File: src/hdl/gtimer_pkg.sv
// package for the gated 16-bit timer/counter
// holds clock source codes, prescale codes, reset values and cycle counts
// assumes nothing of its surroundings

package gtimer_pkg;

	// ------------------------------------------------------------
	// widths
	// ------------------------------------------------------------
	localparam int COUNT_W = 16;
	localparam int BYTE_W  = 8;
	localparam int PSC_W   = 3;
	localparam int PIN_N   = 2;

	// ------------------------------------------------------------
	// clock source select codes
	// ------------------------------------------------------------
	localparam logic [1:0] CLKSEL_LFOSC  = 2'h3;
	localparam logic [1:0] CLKSEL_EXTPIN = 2'h2;
	localparam logic [1:0] CLKSEL_SYSOSC = 2'h1;
	localparam logic [1:0] CLKSEL_INSTR  = 2'h0;

	// ------------------------------------------------------------
	// prescale select codes: divide by 1, 2, 4, 8
	// ------------------------------------------------------------
	localparam logic [1:0] PSC_DIV1 = 2'h0;
	localparam logic [1:0] PSC_DIV2 = 2'h1;
	localparam logic [1:0] PSC_DIV4 = 2'h2;
	localparam logic [1:0] PSC_DIV8 = 2'h3;

	// ------------------------------------------------------------
	// counts and reset values
	// ------------------------------------------------------------
	localparam int             INSTR_DIV     = 4;
	localparam logic [1:0]     INSTR_LAST    = 2'h3;
	localparam logic [15:0]    COUNT_RST     = 16'h0000;
	localparam logic [15:0]    COUNT_MAX     = 16'hFFFF;
	localparam logic [2:0]     PSC_RST       = 3'h0;
	localparam logic [7:0]     COMP_WRAP_HI  = 8'hFF;
	localparam logic [7:0]     COMP_WRAP_LO  = 8'h00;

	// pin indexes inside the synchroniser
	localparam int PIN_COUNT = 0;
	localparam int PIN_GATE  = 1;

endpackage

File: src/hdl/pin_sync_if.sv
// interface between the timer core and its pin synchroniser
// assumes one system clock; the core drives raw pins, the syncer returns edges

`timescale 1ns/1ps
`default_nettype none

interface pin_sync_if #(
	parameter int N = 2
);
	logic [N-1:0] raw;
	logic [N-1:0] level;
	logic [N-1:0] rise;
	logic [N-1:0] fall;

	modport core (output raw, input level, input rise, input fall);
	modport syncer (input raw, output level, output rise, output fall);
endinterface

`default_nettype wire

File: src/hdl/gated_timer.sv
// gated 16-bit up timer/counter with selectable source, prescaler and gate
// assumes control bits and byte writes arrive synchronous to sys_clk_in
//
// Behaviour
// - 16-bit count, byte writes replace live bytes
// - on bit off stops; gate enable needs gate
// - clock select picks one of four sources
// - system clock gives four counts per instruction
// - external pin counts rising edges, sync optional
// - external mode needs falling edge before counting
// - prescale 1/2/4/8, hidden, cleared by writes
// - sync disable bypasses the pin synchroniser for the count pin only
// - async external counting continues through sleep
// - sync switch may drop or add one
// - count bytes read back from registers
// - gated mode counts only while gate active
// - polarity bit sets the active gate level
// - gate source: pin or companion overflow
// - companion FFh to 00h wrap makes pulse
// - toggle flip-flop flips on source rising edge
// - toggle flip-flop held clear when mode off
// - rollover FFFFh to 0000h sets overflow flag
// - on bit clear also clears toggle flip-flop

`timescale 1ns/1ps
`default_nettype none

module gated_timer
	import gtimer_pkg::*;
(
	// clock and reset
	input  wire logic                  sys_clk_in,
	input  wire logic                  rst_in,
	// control bits
	input  wire logic                  timer_on_bit_in,
	input  wire logic                  gate_enable_bit_in,
	input  wire logic [1:0]            clock_select_field_in,
	input  wire logic [1:0]            prescale_select_field_in,
	input  wire logic                  sync_disable_bit_in,
	input  wire logic                  gate_polarity_bit_in,
	input  wire logic                  gate_source_select_bit_in,
	input  wire logic                  toggle_mode_bit_in,
	// count byte writes
	input  wire logic                  count_low_wr_in,
	input  wire logic                  count_high_wr_in,
	input  wire logic [BYTE_W-1:0]     count_wr_data_in,
	// overflow flag clear and sleep state
	input  wire logic                  overflow_flag_clr_in,
	input  wire logic                  sleep_in,
	// clock and gate sources
	input  wire logic                  external_count_pin_in,
	input  wire logic                  external_gate_pin_in,
	input  wire logic                  low_freq_internal_osc_in,
	input  wire logic [BYTE_W-1:0]     companion_timer_count_in,
	// count readback
	output logic      [BYTE_W-1:0]     count_low_byte_out,
	output logic      [BYTE_W-1:0]     count_high_byte_out,
	// status
	output logic                       overflow_flag_out,
	output logic                       wake_out,
	output logic                       gate_value_out
);

	// ------------------------------------------------------------
	// state
	// ------------------------------------------------------------
	logic [COUNT_W-1:0] count_ff;
	logic [PSC_W-1:0]   psc_ff;
	logic [1:0]         instr_div_ff;
	logic               armed_ff;
	logic               async_prev_ff;
	logic               lfosc_prev_ff;
	logic [BYTE_W-1:0]  comp_prev_ff;
	logic               comp_pulse_ff;
	logic               gsrc_prev_ff;
	logic               toggle_ff;
	logic               overflow_ff;
	logic               wake_ff;

	logic [COUNT_W-1:0] nxt_count;
	logic [PSC_W-1:0]   psc_mask;
	logic               any_write;
	logic               instr_tick;
	logic               lfosc_tick;
	logic               ext_rise;
	logic               ext_fall;
	logic               ext_level;
	logic               src_tick;
	logic               psc_tick;
	logic               gate_src;
	logic               gate_src_rise;
	logic               gate_val;
	logic               gate_active;
	logic               count_en;
	logic               inc;
	logic               ext_mode;
	logic               async_ext;
	logic               awake_src;

	// ------------------------------------------------------------
	// pin synchroniser
	// ------------------------------------------------------------
	pin_sync_if #(.N(PIN_N)) pins ();

	assign pins.raw[PIN_COUNT] = external_count_pin_in;
	assign pins.raw[PIN_GATE]  = external_gate_pin_in;

	pin_sync #(
		.N (PIN_N)
	) u_pin_sync (
		.sys_clk_in (sys_clk_in),
		.rst_in     (rst_in),
		.pins       (pins)
	);

	// ------------------------------------------------------------
	// mode decode
	// ------------------------------------------------------------
	assign any_write = count_low_wr_in | count_high_wr_in;
	assign ext_mode  = (clock_select_field_in == CLKSEL_EXTPIN);
	assign async_ext = ext_mode & sync_disable_bit_in;
	// only the async external path keeps running while asleep
	assign awake_src = ~sleep_in | async_ext;

	// ------------------------------------------------------------
	// instruction clock divider: one pulse every four system clocks
	// ------------------------------------------------------------
	always_ff @(posedge sys_clk_in) begin
		if (rst_in) begin
			instr_div_ff <= 2'h0;
		end else begin
			instr_div_ff <= instr_div_ff + 2'h1;
		end
	end
	assign instr_tick = (instr_div_ff == INSTR_LAST);

	// ------------------------------------------------------------
	// low-frequency oscillator edge detect
	// ------------------------------------------------------------
	always_ff @(posedge sys_clk_in) begin
		if (rst_in) begin
			lfosc_prev_ff <= 1'b0;
		end else begin
			lfosc_prev_ff <= low_freq_internal_osc_in;
		end
	end
	assign lfosc_tick = low_freq_internal_osc_in & ~lfosc_prev_ff;

	// ------------------------------------------------------------
	// bypass path: one flop of history on the raw count pin
	// ------------------------------------------------------------
	always_ff @(posedge sys_clk_in) begin
		if (rst_in) begin
			async_prev_ff <= 1'b0;
		end else begin
			async_prev_ff <= external_count_pin_in;
		end
	end

	// choose synchronised or bypassed edges of the count pin
	always_comb begin
		if (sync_disable_bit_in) begin
			ext_level = external_count_pin_in;
			ext_rise  = external_count_pin_in & ~async_prev_ff;
			ext_fall  = ~external_count_pin_in & async_prev_ff;
		end else begin
			ext_level = pins.level[PIN_COUNT];
			ext_rise  = pins.rise[PIN_COUNT];
			ext_fall  = pins.fall[PIN_COUNT];
		end
	end

	// ------------------------------------------------------------
	// falling-edge arming for external counter mode
	// ------------------------------------------------------------
	// disarmed after reset, any count write and while the timer is off
	always_ff @(posedge sys_clk_in) begin
		if (rst_in || any_write || !timer_on_bit_in) begin
			armed_ff <= 1'b0;
		end else if (ext_fall && !ext_level) begin
			armed_ff <= 1'b1;
		end
	end

	// ------------------------------------------------------------
	// clock source select
	// ------------------------------------------------------------
	always_comb begin
		case (clock_select_field_in)
			CLKSEL_LFOSC:  src_tick = lfosc_tick;
			CLKSEL_EXTPIN: src_tick = ext_rise & armed_ff;
			CLKSEL_SYSOSC: src_tick = 1'b1;
			default:       src_tick = instr_tick;
		endcase
	end

	// ------------------------------------------------------------
	// prescaler
	// ------------------------------------------------------------
	always_comb begin
		case (prescale_select_field_in)
			PSC_DIV2: psc_mask = 3'h1;
			PSC_DIV4: psc_mask = 3'h3;
			PSC_DIV8: psc_mask = 3'h7;
			default:  psc_mask = 3'h0;
		endcase
	end

	// a prescaled tick comes out once the low bits reach the mask
	assign psc_tick = src_tick && ((psc_ff & psc_mask) == psc_mask);

	// hidden counter; advances only on ticks that may count
	always_ff @(posedge sys_clk_in) begin
		if (rst_in || any_write) begin
			psc_ff <= PSC_RST;
		end else if (src_tick && count_en && awake_src) begin
			psc_ff <= psc_ff + 3'h1;
		end
	end

	// ------------------------------------------------------------
	// companion timer overflow pulse
	// ------------------------------------------------------------
	always_ff @(posedge sys_clk_in) begin
		if (rst_in) begin
			comp_prev_ff  <= COMP_WRAP_LO;
			comp_pulse_ff <= 1'b0;
		end else begin
			comp_prev_ff  <= companion_timer_count_in;
			comp_pulse_ff <= (comp_prev_ff == COMP_WRAP_HI) &&
			                 (companion_timer_count_in == COMP_WRAP_LO);
		end
	end

	// ------------------------------------------------------------
	// gate path: source, toggle flip-flop, polarity
	// ------------------------------------------------------------
	assign gate_src = gate_source_select_bit_in ? comp_pulse_ff
	                                            : pins.level[PIN_GATE];

	always_ff @(posedge sys_clk_in) begin
		if (rst_in) begin
			gsrc_prev_ff <= 1'b0;
		end else begin
			gsrc_prev_ff <= gate_src;
		end
	end
	assign gate_src_rise = gate_src & ~gsrc_prev_ff;

	// toggle flip-flop held clear while toggle mode or the timer is off
	always_ff @(posedge sys_clk_in) begin
		if (rst_in || !toggle_mode_bit_in || !timer_on_bit_in) begin
			toggle_ff <= 1'b0;
		end else if (gate_src_rise) begin
			toggle_ff <= ~toggle_ff;
		end
	end

	assign gate_val    = toggle_mode_bit_in ? toggle_ff : gate_src;
	assign gate_active = gate_polarity_bit_in ? gate_val : ~gate_val;

	// gate value status is visible whether or not gating is enabled
	always_ff @(posedge sys_clk_in) begin
		if (rst_in) begin
			gate_value_out <= 1'b0;
		end else begin
			gate_value_out <= gate_active;
		end
	end

	// ------------------------------------------------------------
	// count enable
	// ------------------------------------------------------------
	// off stops everything; gate enable holds the count while inactive
	assign count_en = timer_on_bit_in && (!gate_enable_bit_in || gate_active);
	assign inc      = psc_tick && count_en && awake_src;

	// ------------------------------------------------------------
	// 16-bit count with byte writes
	// ------------------------------------------------------------
	always_comb begin
		nxt_count = count_ff;
		if (inc) begin
			nxt_count = count_ff + 16'h0001;
		end
		// a byte write replaces that byte of the live count
		if (count_low_wr_in) begin
			nxt_count[7:0] = count_wr_data_in;
		end
		if (count_high_wr_in) begin
			nxt_count[15:8] = count_wr_data_in;
		end
	end

	always_ff @(posedge sys_clk_in) begin
		if (rst_in) begin
			count_ff <= COUNT_RST;
		end else begin
			count_ff <= nxt_count;
		end
	end

	// readback bytes straight from the count register
	assign count_low_byte_out  = count_ff[7:0];
	assign count_high_byte_out = count_ff[15:8];

	// ------------------------------------------------------------
	// overflow flag and wake
	// ------------------------------------------------------------
	// a rollover in the clear cycle still sets the flag
	always_ff @(posedge sys_clk_in) begin
		if (rst_in) begin
			overflow_ff <= 1'b0;
		end else if (inc && count_ff == COUNT_MAX) begin
			overflow_ff <= 1'b1;
		end else if (overflow_flag_clr_in) begin
			overflow_ff <= 1'b0;
		end
	end
	assign overflow_flag_out = overflow_ff;

	// one-cycle wake pulse on a rollover while asleep
	always_ff @(posedge sys_clk_in) begin
		if (rst_in) begin
			wake_ff <= 1'b0;
		end else begin
			wake_ff <= sleep_in && inc && (count_ff == COUNT_MAX);
		end
	end
	assign wake_out = wake_ff;

endmodule

`default_nettype wire

File: src/hdl/pin_sync.sv
// two-stage synchroniser with edge detection for the timer's pins
// assumes pins may change at any time relative to sys_clk_in

`timescale 1ns/1ps
`default_nettype none

module pin_sync
	import gtimer_pkg::*;
#(
	parameter int N = PIN_N
) (
	// clock and reset
	input  wire logic sys_clk_in,
	input  wire logic rst_in,
	// pin levels in, clean levels and edges out
	pin_sync_if.syncer pins
);

	logic [N-1:0] meta_ff;
	logic [N-1:0] stable_ff;
	logic [N-1:0] prev_ff;

	// ------------------------------------------------------------
	// per-pin synchroniser and edge detector
	// ------------------------------------------------------------
	for (genvar i = 0; i < N; i++) begin : g_pin
		// first stage feeds only the second stage
		always_ff @(posedge sys_clk_in) begin
			if (rst_in) begin
				meta_ff[i]   <= 1'b0;
				stable_ff[i] <= 1'b0;
				prev_ff[i]   <= 1'b0;
			end else begin
				meta_ff[i]   <= pins.raw[i];
				stable_ff[i] <= meta_ff[i];
				prev_ff[i]   <= stable_ff[i];
			end
		end

		// edges are seen on the clean stage only
		assign pins.level[i] = stable_ff[i];
		assign pins.rise[i]  = stable_ff[i] & ~prev_ff[i];
		assign pins.fall[i]  = ~stable_ff[i] & prev_ff[i];
	end

endmodule

`default_nettype wire

File: config.mk
export PLATFORM = sky130hd
export DESIGN_NAME = gated_timer
export DESIGN_NICKNAME = d
export VERILOG_FILES = /design/src/hdl/gtimer_pkg.sv /design/src/hdl/pin_sync_if.sv /design/src/hdl/gated_timer.sv /design/src/hdl/pin_sync.sv
export SDC_FILE = /design/constraint.sdc
export NUM_CORES = 1
export LEC_CHECK = 0
export BUFFER_PORTS_ARGS = -buffer_cell sky130_fd_sc_hd__buf_2
export CAP_MARGIN = 20
export CORE_MARGIN = 5
export CORE_UTILIZATION = 53
export DETAILED_ROUTE_END_ITERATION = 16
export GPL_TIMING_DRIVEN = 0
export HOLD_SLACK_MARGIN = 0.05
export PLACE_DENSITY_LB_ADDON = 0.05
export SYNTH_ARGS = -nofsm -noshare
export SYNTH_HDL_FRONTEND = slang
export SYNTH_HIERARCHICAL = 1
export SYNTH_SLANG_ARGS = --single-unit
export TNS_END_PERCENT = 100
File: constraint.sdc
create_clock -name sys_clk_in -period 2.4 [get_ports sys_clk_in]
set_clock_uncertainty 0.2 [all_clocks]
set_input_delay 0.24 -clock sys_clk_in [delete_from_list [all_inputs] [get_ports sys_clk_in]]
set_output_delay 0.24 -clock sys_clk_in [all_outputs]
set_load 0.05 [all_outputs]
==> results of run 1 <==
==> worst min-delay path by stage <==
stage / endpoint / slack (ps) / cells past startpoint
after detailed placement: instr_div_ff[0] / 210 / 1
after CTS: count_ff[5] / 60 / 3
after global routing: count_ff[6] / 80 / 3
after floorplan: u_pin_sync/meta_ff[0] / 110 / 1
after global placement: instr_div_ff[0] / 210 / 1
final: count_ff[5] / 70 / 3
==> worst min-delay path, stage by stage <==
cell,delay (ps)
buf_6,110
inv_1,90
a31oi_1,80
==> registers in the layout, indices dropped and copies added (netlist names) <==
signal                 count
overflow_flag_out          1
comp_prev_ff               8
count_ff                  16
instr_div_ff               2
u_pin_sync/meta_ff         2
lfosc_prev_ff              1
toggle_ff                  1
u_pin_sync/pins.level      2
async_prev_ff              1
u_pin_sync/prev_ff         1
psc_ff                     3
wake_out                   1
comp_pulse_ff              1
gate_value_out             1
armed_ff                   1
gsrc_prev_ff               1
==> metrics by stage <==
step	area [um2]	hold WS [ps]	worst slack [ps]	total power [mW]	util [%]
2_1_floorplan	2206	111.6	170.9	0.9799	-
3_3_place_gp	2529	208.0	152.5	1.065	62.76
3_5_place_dp	2529	213.1	171.5	1.069	62.76
4_1_cts	2872	63.65	29.59	1.665	71.27
5_1_grt	2879	84.62	34.44	1.732	71.46
6_report	2879	74.75	153.5	1.658	71.46
==> per-layer routing <==
layer | routed length, um | part of all wire (%) | vias up | track usage [%]
li1 | - | - | 1060 | -
met1 | 2338 | 42 | 994 | 26.35
met2 | 2829 | 51 | 66 | 37.85
met3 | 337 | 6.0 | 6 | 4.324
met4 | 78 | 1.4 | 0 | 5.929
met5 | 0 | 0 | - | 0
==> power by group through the flow <==
stage	Sequential [mW]	Clock, mW	Combinational, mW
after global routing	0.783	0.617	0.333
after CTS	0.777	0.585	0.303
after detailed placement	0.794	0	0.275
final	0.778	0.575	0.305
after floorplan	0.856	0	0.124
after global placement	0.793	0	0.272
==> what timing repair did <==
| item | 4_1_cts | 5_1_grt |
|---|---|---|
| buffers inserted | 0 | 0 |
| endpoints found under the setup margin | 0 | 8 |
| resized for setup | 0 | 2 |
| hold buffers | 23 | 0 |
| hold endpoints to repair | 25 | 0 |
==> layout by cell type (no fill, tap or decap), types with 4 or more instances in the layout <==
master         instances
nor2_1                15
nand2_1                8
o311a_1                4
nand3_1                9
buf_6                  4
nor4_1                 5
xnor2_1                4
dlygate4sd3_1         23
a311oi_1               5
o21ai_0                8
clkbuf_8               5
nor3_1                 5
and3_1                 4
buf_2                 54
nand4_1                8
inv_1                 21
clkbuf_1               6
a2111oi_2              4
a31oi_1                4
a21oi_1                9
dfxtp_1               43
nand2b_1               6
nor2b_1               23
==> area by class of cell <==
class	count	area, um2	area share, %
Tap cell	50	62.56	2.173
Timing Repair Buffer	75	490.5	17.04
Sequential cell	43	860.8	29.90
Inverter	21	78.83	2.738
Buffer	13	90.09	3.129
Multi-Input combinational cell	169	1184	41.11
Clock buffer	5	68.82	2.390
Clock inverter	3	43.79	1.521
==> flow_metrics.tcl, run 1 <==
set metrics [dict create \
    clk_path_buf_depth 2 \
    grt_overflow 0 \
    dp.cells 348 \
    vias_per_cell 5.609 \
    finalNonFillerCells 379 \
    grtUsageTotal_pct 21.42 \
    worstRegToRegCells 5 \
    antenna_found_initial 0 \
    fillCellCount 329 \
    cts_htree_levels 2 \
    route.vias.total 2126 \
    place_hpwl_um 4027 \
    routedWlPerCell_um 14.73 \
    reg2reg_from "comp_pulse_ff" \
    cts-root-buf "clkbuf_8" \
    die_x_um 74.52 \
    dr.pass1.iters 4 \
    power_frac_comb_pct 18.4 \
    drive_above_1_share_pct 24.62 \
    holdCritStartpoint "count_low_wr_in" \
    pin_count 54 \
    dieArea_um2 5552 \
    critPathLaunchType "primary input" \
    synth_area_um2 2206 \
    rsz0062_at_grt "no" \
    insertion_delay_ps 300 \
    clkPwrFrac_pct 34.7 \
    critical_path_class "in -> reg" \
    cpLargestDelayFamily "buffers and inverters" \
    intPower_mw 1.185 \
    rows 23 \
    tightest_slew_ps 512.0 \
    grt_pass1_wl_um 9252 \
    cp-endpoint "count_ff[14]" \
    cp.depth 7 \
    yosysWarnings 6 \
    finalWirelength_um 5584 \
    crit_fanout 10 \
    crit_top_cell "buf_2" \
    tritoncts "done" \
    syn_nets 284 \
    r2r_end "count_ff[14]" \
    powerDensity_nw_per_um2 576.0 \
    portBuffers 52 \
    finalMaxSlewViolations 0 \
    grt_max_degree 15 \
    final_nets 366 \
    cts_made_buffers 5 \
    gp_congestion 0.8814 \
    netSwitchingPower_uw 473.8 \
    relSlewSlack_pct 65.61 \
    clock.fmax_mhz 445.1 \
    crit_required_ps 2390 \
    remaining_drc_errors 0 \
    drt_iter0_markers 163 \
    coreArea_um2 4029 \
    ir_drop_mv 0.4649 \
    cts_sinks 43 \
    setup_viol 0 \
    slowest_stage "dlygate4sd3_1" \
    ant_nets 0 \
    die_h_um 74.52 \
    postSynthAreaPerCell_um2 8.967 \
    post-route-min-period_ps 2246 \
    area_growth_pct 30.52 \
    finalSetupTns_ps 0 \
    seq_power_share_pct 46.9 \
    p_leak_nw 1.214 \
    critical-path-max-stage-delay_ps 530 \
    worst_setup_path_end_kind "flop" \
    reg2reg_slack_ps 240 \
    path_cells "dlygate4sd3_1 > buf_2 > and3b_1 > mux2i_1 > nand4_2 > buf_2 > o311a_1" \
    cp_data_arrival_time_ps 2240 \
    min_path_type "in -> reg" \
    diodes 0 \
    start_util_pct 54.75 \
    swShare_pct 28.57 \
    syn_inst 246 \
    crit_path_start "gate_polarity_bit_in" \
    grt_pass1_vias 2046 \
    hold_viol 0 \
    period_share_pct 93.60 \
    critPathBufInv 3 \
    path_clk_slew_ps 90 \
    cap_violations 0 \
    status "complete, no violations" \
]
No activity file was read; power rests on OpenSTA's default activity.
==> run 2, diff against run 1 <==
- CORE_UTILIZATION: 53 -> 52
- SYNTH_HIERARCHICAL: 1 -> not set
- TNS_END_PERCENT: 100 -> 1
==> flow_metrics.tcl, run 2 <==
set metrics [dict create \
    cts_setup_buffers 0 \
    largestRegisters "count_ff x16, comp_prev_ff x8, psc_ff x3" \
    routedWlPerCell_um 15.38 \
    period_share_pct 90.75 \
    insertion_delay_ps 300 \
    critical-path-max-stage-delay_ps 470 \
    async_flop_share_pct 0 \
    cap_violations 0 \
    critPathBufInv 0 \
    ys_ff_latch 42 \
    dieArea_um2 5453 \
    portBuffers 53 \
    coreArea_um2 3971 \
    syn_nets 290 \
    die_x_um 73.85 \
    rsz0062_at_grt "no" \
    synth_common_cells "dfxtp_1 (42), nor2_1 (20), nor2b_1 (19)" \
    pin_count 54 \
    grtUsageTotal_pct 22.43 \
    finalWorstSetupSlack_ps 222.1 \
    synth_top_area_share_pct 39.67 \
    cts_sinks 42 \
    regMostFlops "count_ff" \
    fillCellCount 335 \
    ff_latch_area_um2 840.8 \
    cpLargestDelayFamily "multiplexers" \
    holdWs_ps 56.60 \
    vias_per_cell 5.927 \
    ys_top_cells_by_area "dfxtp_1 (40%), nor2b_1 (5.6%), a31oi_1 (3.5%)" \
    status "complete, no violations" \
    p_leak_nw 1.160 \
    final_nets 369 \
    synth_area_leader_cell "dfxtp_1" \
    synth_cell_types 51 \
    area_growth_pct 32.00 \
    cts_htree_levels 2 \
    remaining_drc_errors 0 \
    largest_reg_flops 16 \
    drive_above_1_share_pct 23.19 \
    post-route-min-period_ps 2178 \
    cts_made_buffers 5 \
    clock.fmax_mhz 459.2 \
    drt_iter0_markers 311 \
    final_cell_mix "buf_2 (54), dfxtp_1 (42), nor2_1 (20)" \
    place_hpwl_um 4113 \
    grt_max_degree 15 \
    diodes 0 \
    yosys.cell_count.top_type "dfxtp_1" \
    die_h_um 73.85 \
    tightest_slew_ps 511.6 \
    synth_area_um2 2120 \
    clk_path_buf_depth 2 \
    place_area_um2 2447 \
    final_util_pct 70.45 \
    rows 23 \
    hold_viol 0 \
    synth_edf_count 0 \
    grt_overflow 0 \
    path_cells "mux2i_4 > mux2_4 > nor4_4 > a21oi_1 > a221o_1" \
    syn_inst 252 \
    dp_slack_ps -213.3 \
    antenna_found_initial 0 \
    gp_congestion 0.8591 \
    path_clk_slew_ps 90 \
    ant_nets 0 \
    powerDensity_nw_per_um2 627.8 \
    setup_viol 0 \
    final_common_cell "buf_2" \
    crit_fanout 6 \
    grt_pass1_vias 2126 \
    route.vias.total 2264 \
    start_util_pct 53.37 \
    ys.flop_type "dfxtp_1" \
    ir_drop_mv 0.4656 \
    tritoncts "done" \
    yosysSeqAreaShare_pct 39.67 \
    worst_setup_path_end_kind "flop" \
    final_area_um2 2798 \
    grt_pass1_wl_um 9604 \
    slowest_stage "nor4_4" \
    crit_required_ps 2390 \
    cp_data_arrival_time_ps 2170 \
    finalWirelength_um 5875 \
    critical_path_class "reg -> reg" \
    postSynthAreaPerCell_um2 8.411 \
    yosysWarnings 0 \
    min_path_type "in -> reg" \
    critPathLaunchType "flop" \
    relSlewSlack_pct 65.89 \
    dr.pass1.iters 5 \
    cts-root-buf "clkbuf_8" \
    finalMaxSlewViolations 0 \
    multi_input_area_um2 1221 \
]
-- run 2: final cells by class --
| class | instances | share of cell area [%] |
|---|---|---|
| repair buffers | 72 | 16.28 |
| clock buffers | 5 | 2.460 |
| clock inverters | 3 | 2.460 |
| plain buffers | 12 | 1.923 |
| multi-input cells | 191 | 43.65 |
| flip-flops and latches | 42 | 30.05 |
| inverters | 7 | 0.9392 |
| well taps | 50 | 2.236 |
-- run 2: worst paths after layout --
path | startpoint | endpoint | slack (ps) | cells past startpoint
hold reg to reg | instr_div_ff[0] | instr_div_ff[0] | 230 | 1
hold / removal | count_wr_data_in[0] | count_ff[0] | 60 | 3
setup reg to reg | u_pin_sync.pins.level[1] | count_ff[8] | 220 | 5
setup / recovery | u_pin_sync.pins.level[1] | count_ff[8] | 220 | 5
-- run 2: logic make-up after synthesis --
kind of cell               after synthesis  share of synthesized area, %
buffers and inverters                   19                         3.777
muxes                                    3                         2.007
AOI/OAI and AO/OA                       59                         18.95
adders and majority gates                3                         1.771
and+or+nand+nor                        123                         32.59
xor gates and xnor gates                 3                         1.240
DFF                                     42                         39.67
-- run 2: report_power, final --
| group | switching [mW] | internal [mW] | total (mW) | leakage (nW) |
|---|---|---|---|---|
| sequential | 0.0370 | 0.735 | 0.772 | 0.347 |
| clock | 0.264 | 0.417 | 0.681 | 0.0683 |
| combinational | 0.191 | 0.112 | 0.303 | 0.745 |
-- run 2: layer usage --
metal / vias up / global-route usage, % / wire length, um
li1: 1095 / - / -
met1: 1049 / 28.07 / 2530
met2: 109 / 38.48 / 2820
met3: 11 / 3.967 / 434
met4: 0 / 7.646 / 90
met5: - / 0 / 0
-- run 2: worst register-to-register path, cell delays in order (launching register included) --
cell,delay [ps]
dfxtp_1,330
mux2i_4,280
mux2_4,380
nor4_4,470
a21oi_1,140
a221o_1,270
-- run 2: stage by stage --
stage / setup TNS, ps / std cells / power [mW]
floorplan: 0 / 252 / 0.9675
global placement: -602.5 / 355 / 1.059
detailed placement: -921.6 / 355 / 1.063
CTS: 0 / 383 / 1.755
global route: 0 / 382 / 1.817
finish: 0 / 382 / 1.756
-- run 2: repair_timing --
action	4_1_cts	5_1_grt
hold endpoints to repair	21	0
endpoints found under the setup margin	5	5
pin swaps	0	2
gates cloned	0	0
gates resized for setup	1	2
hold buffers	20	0
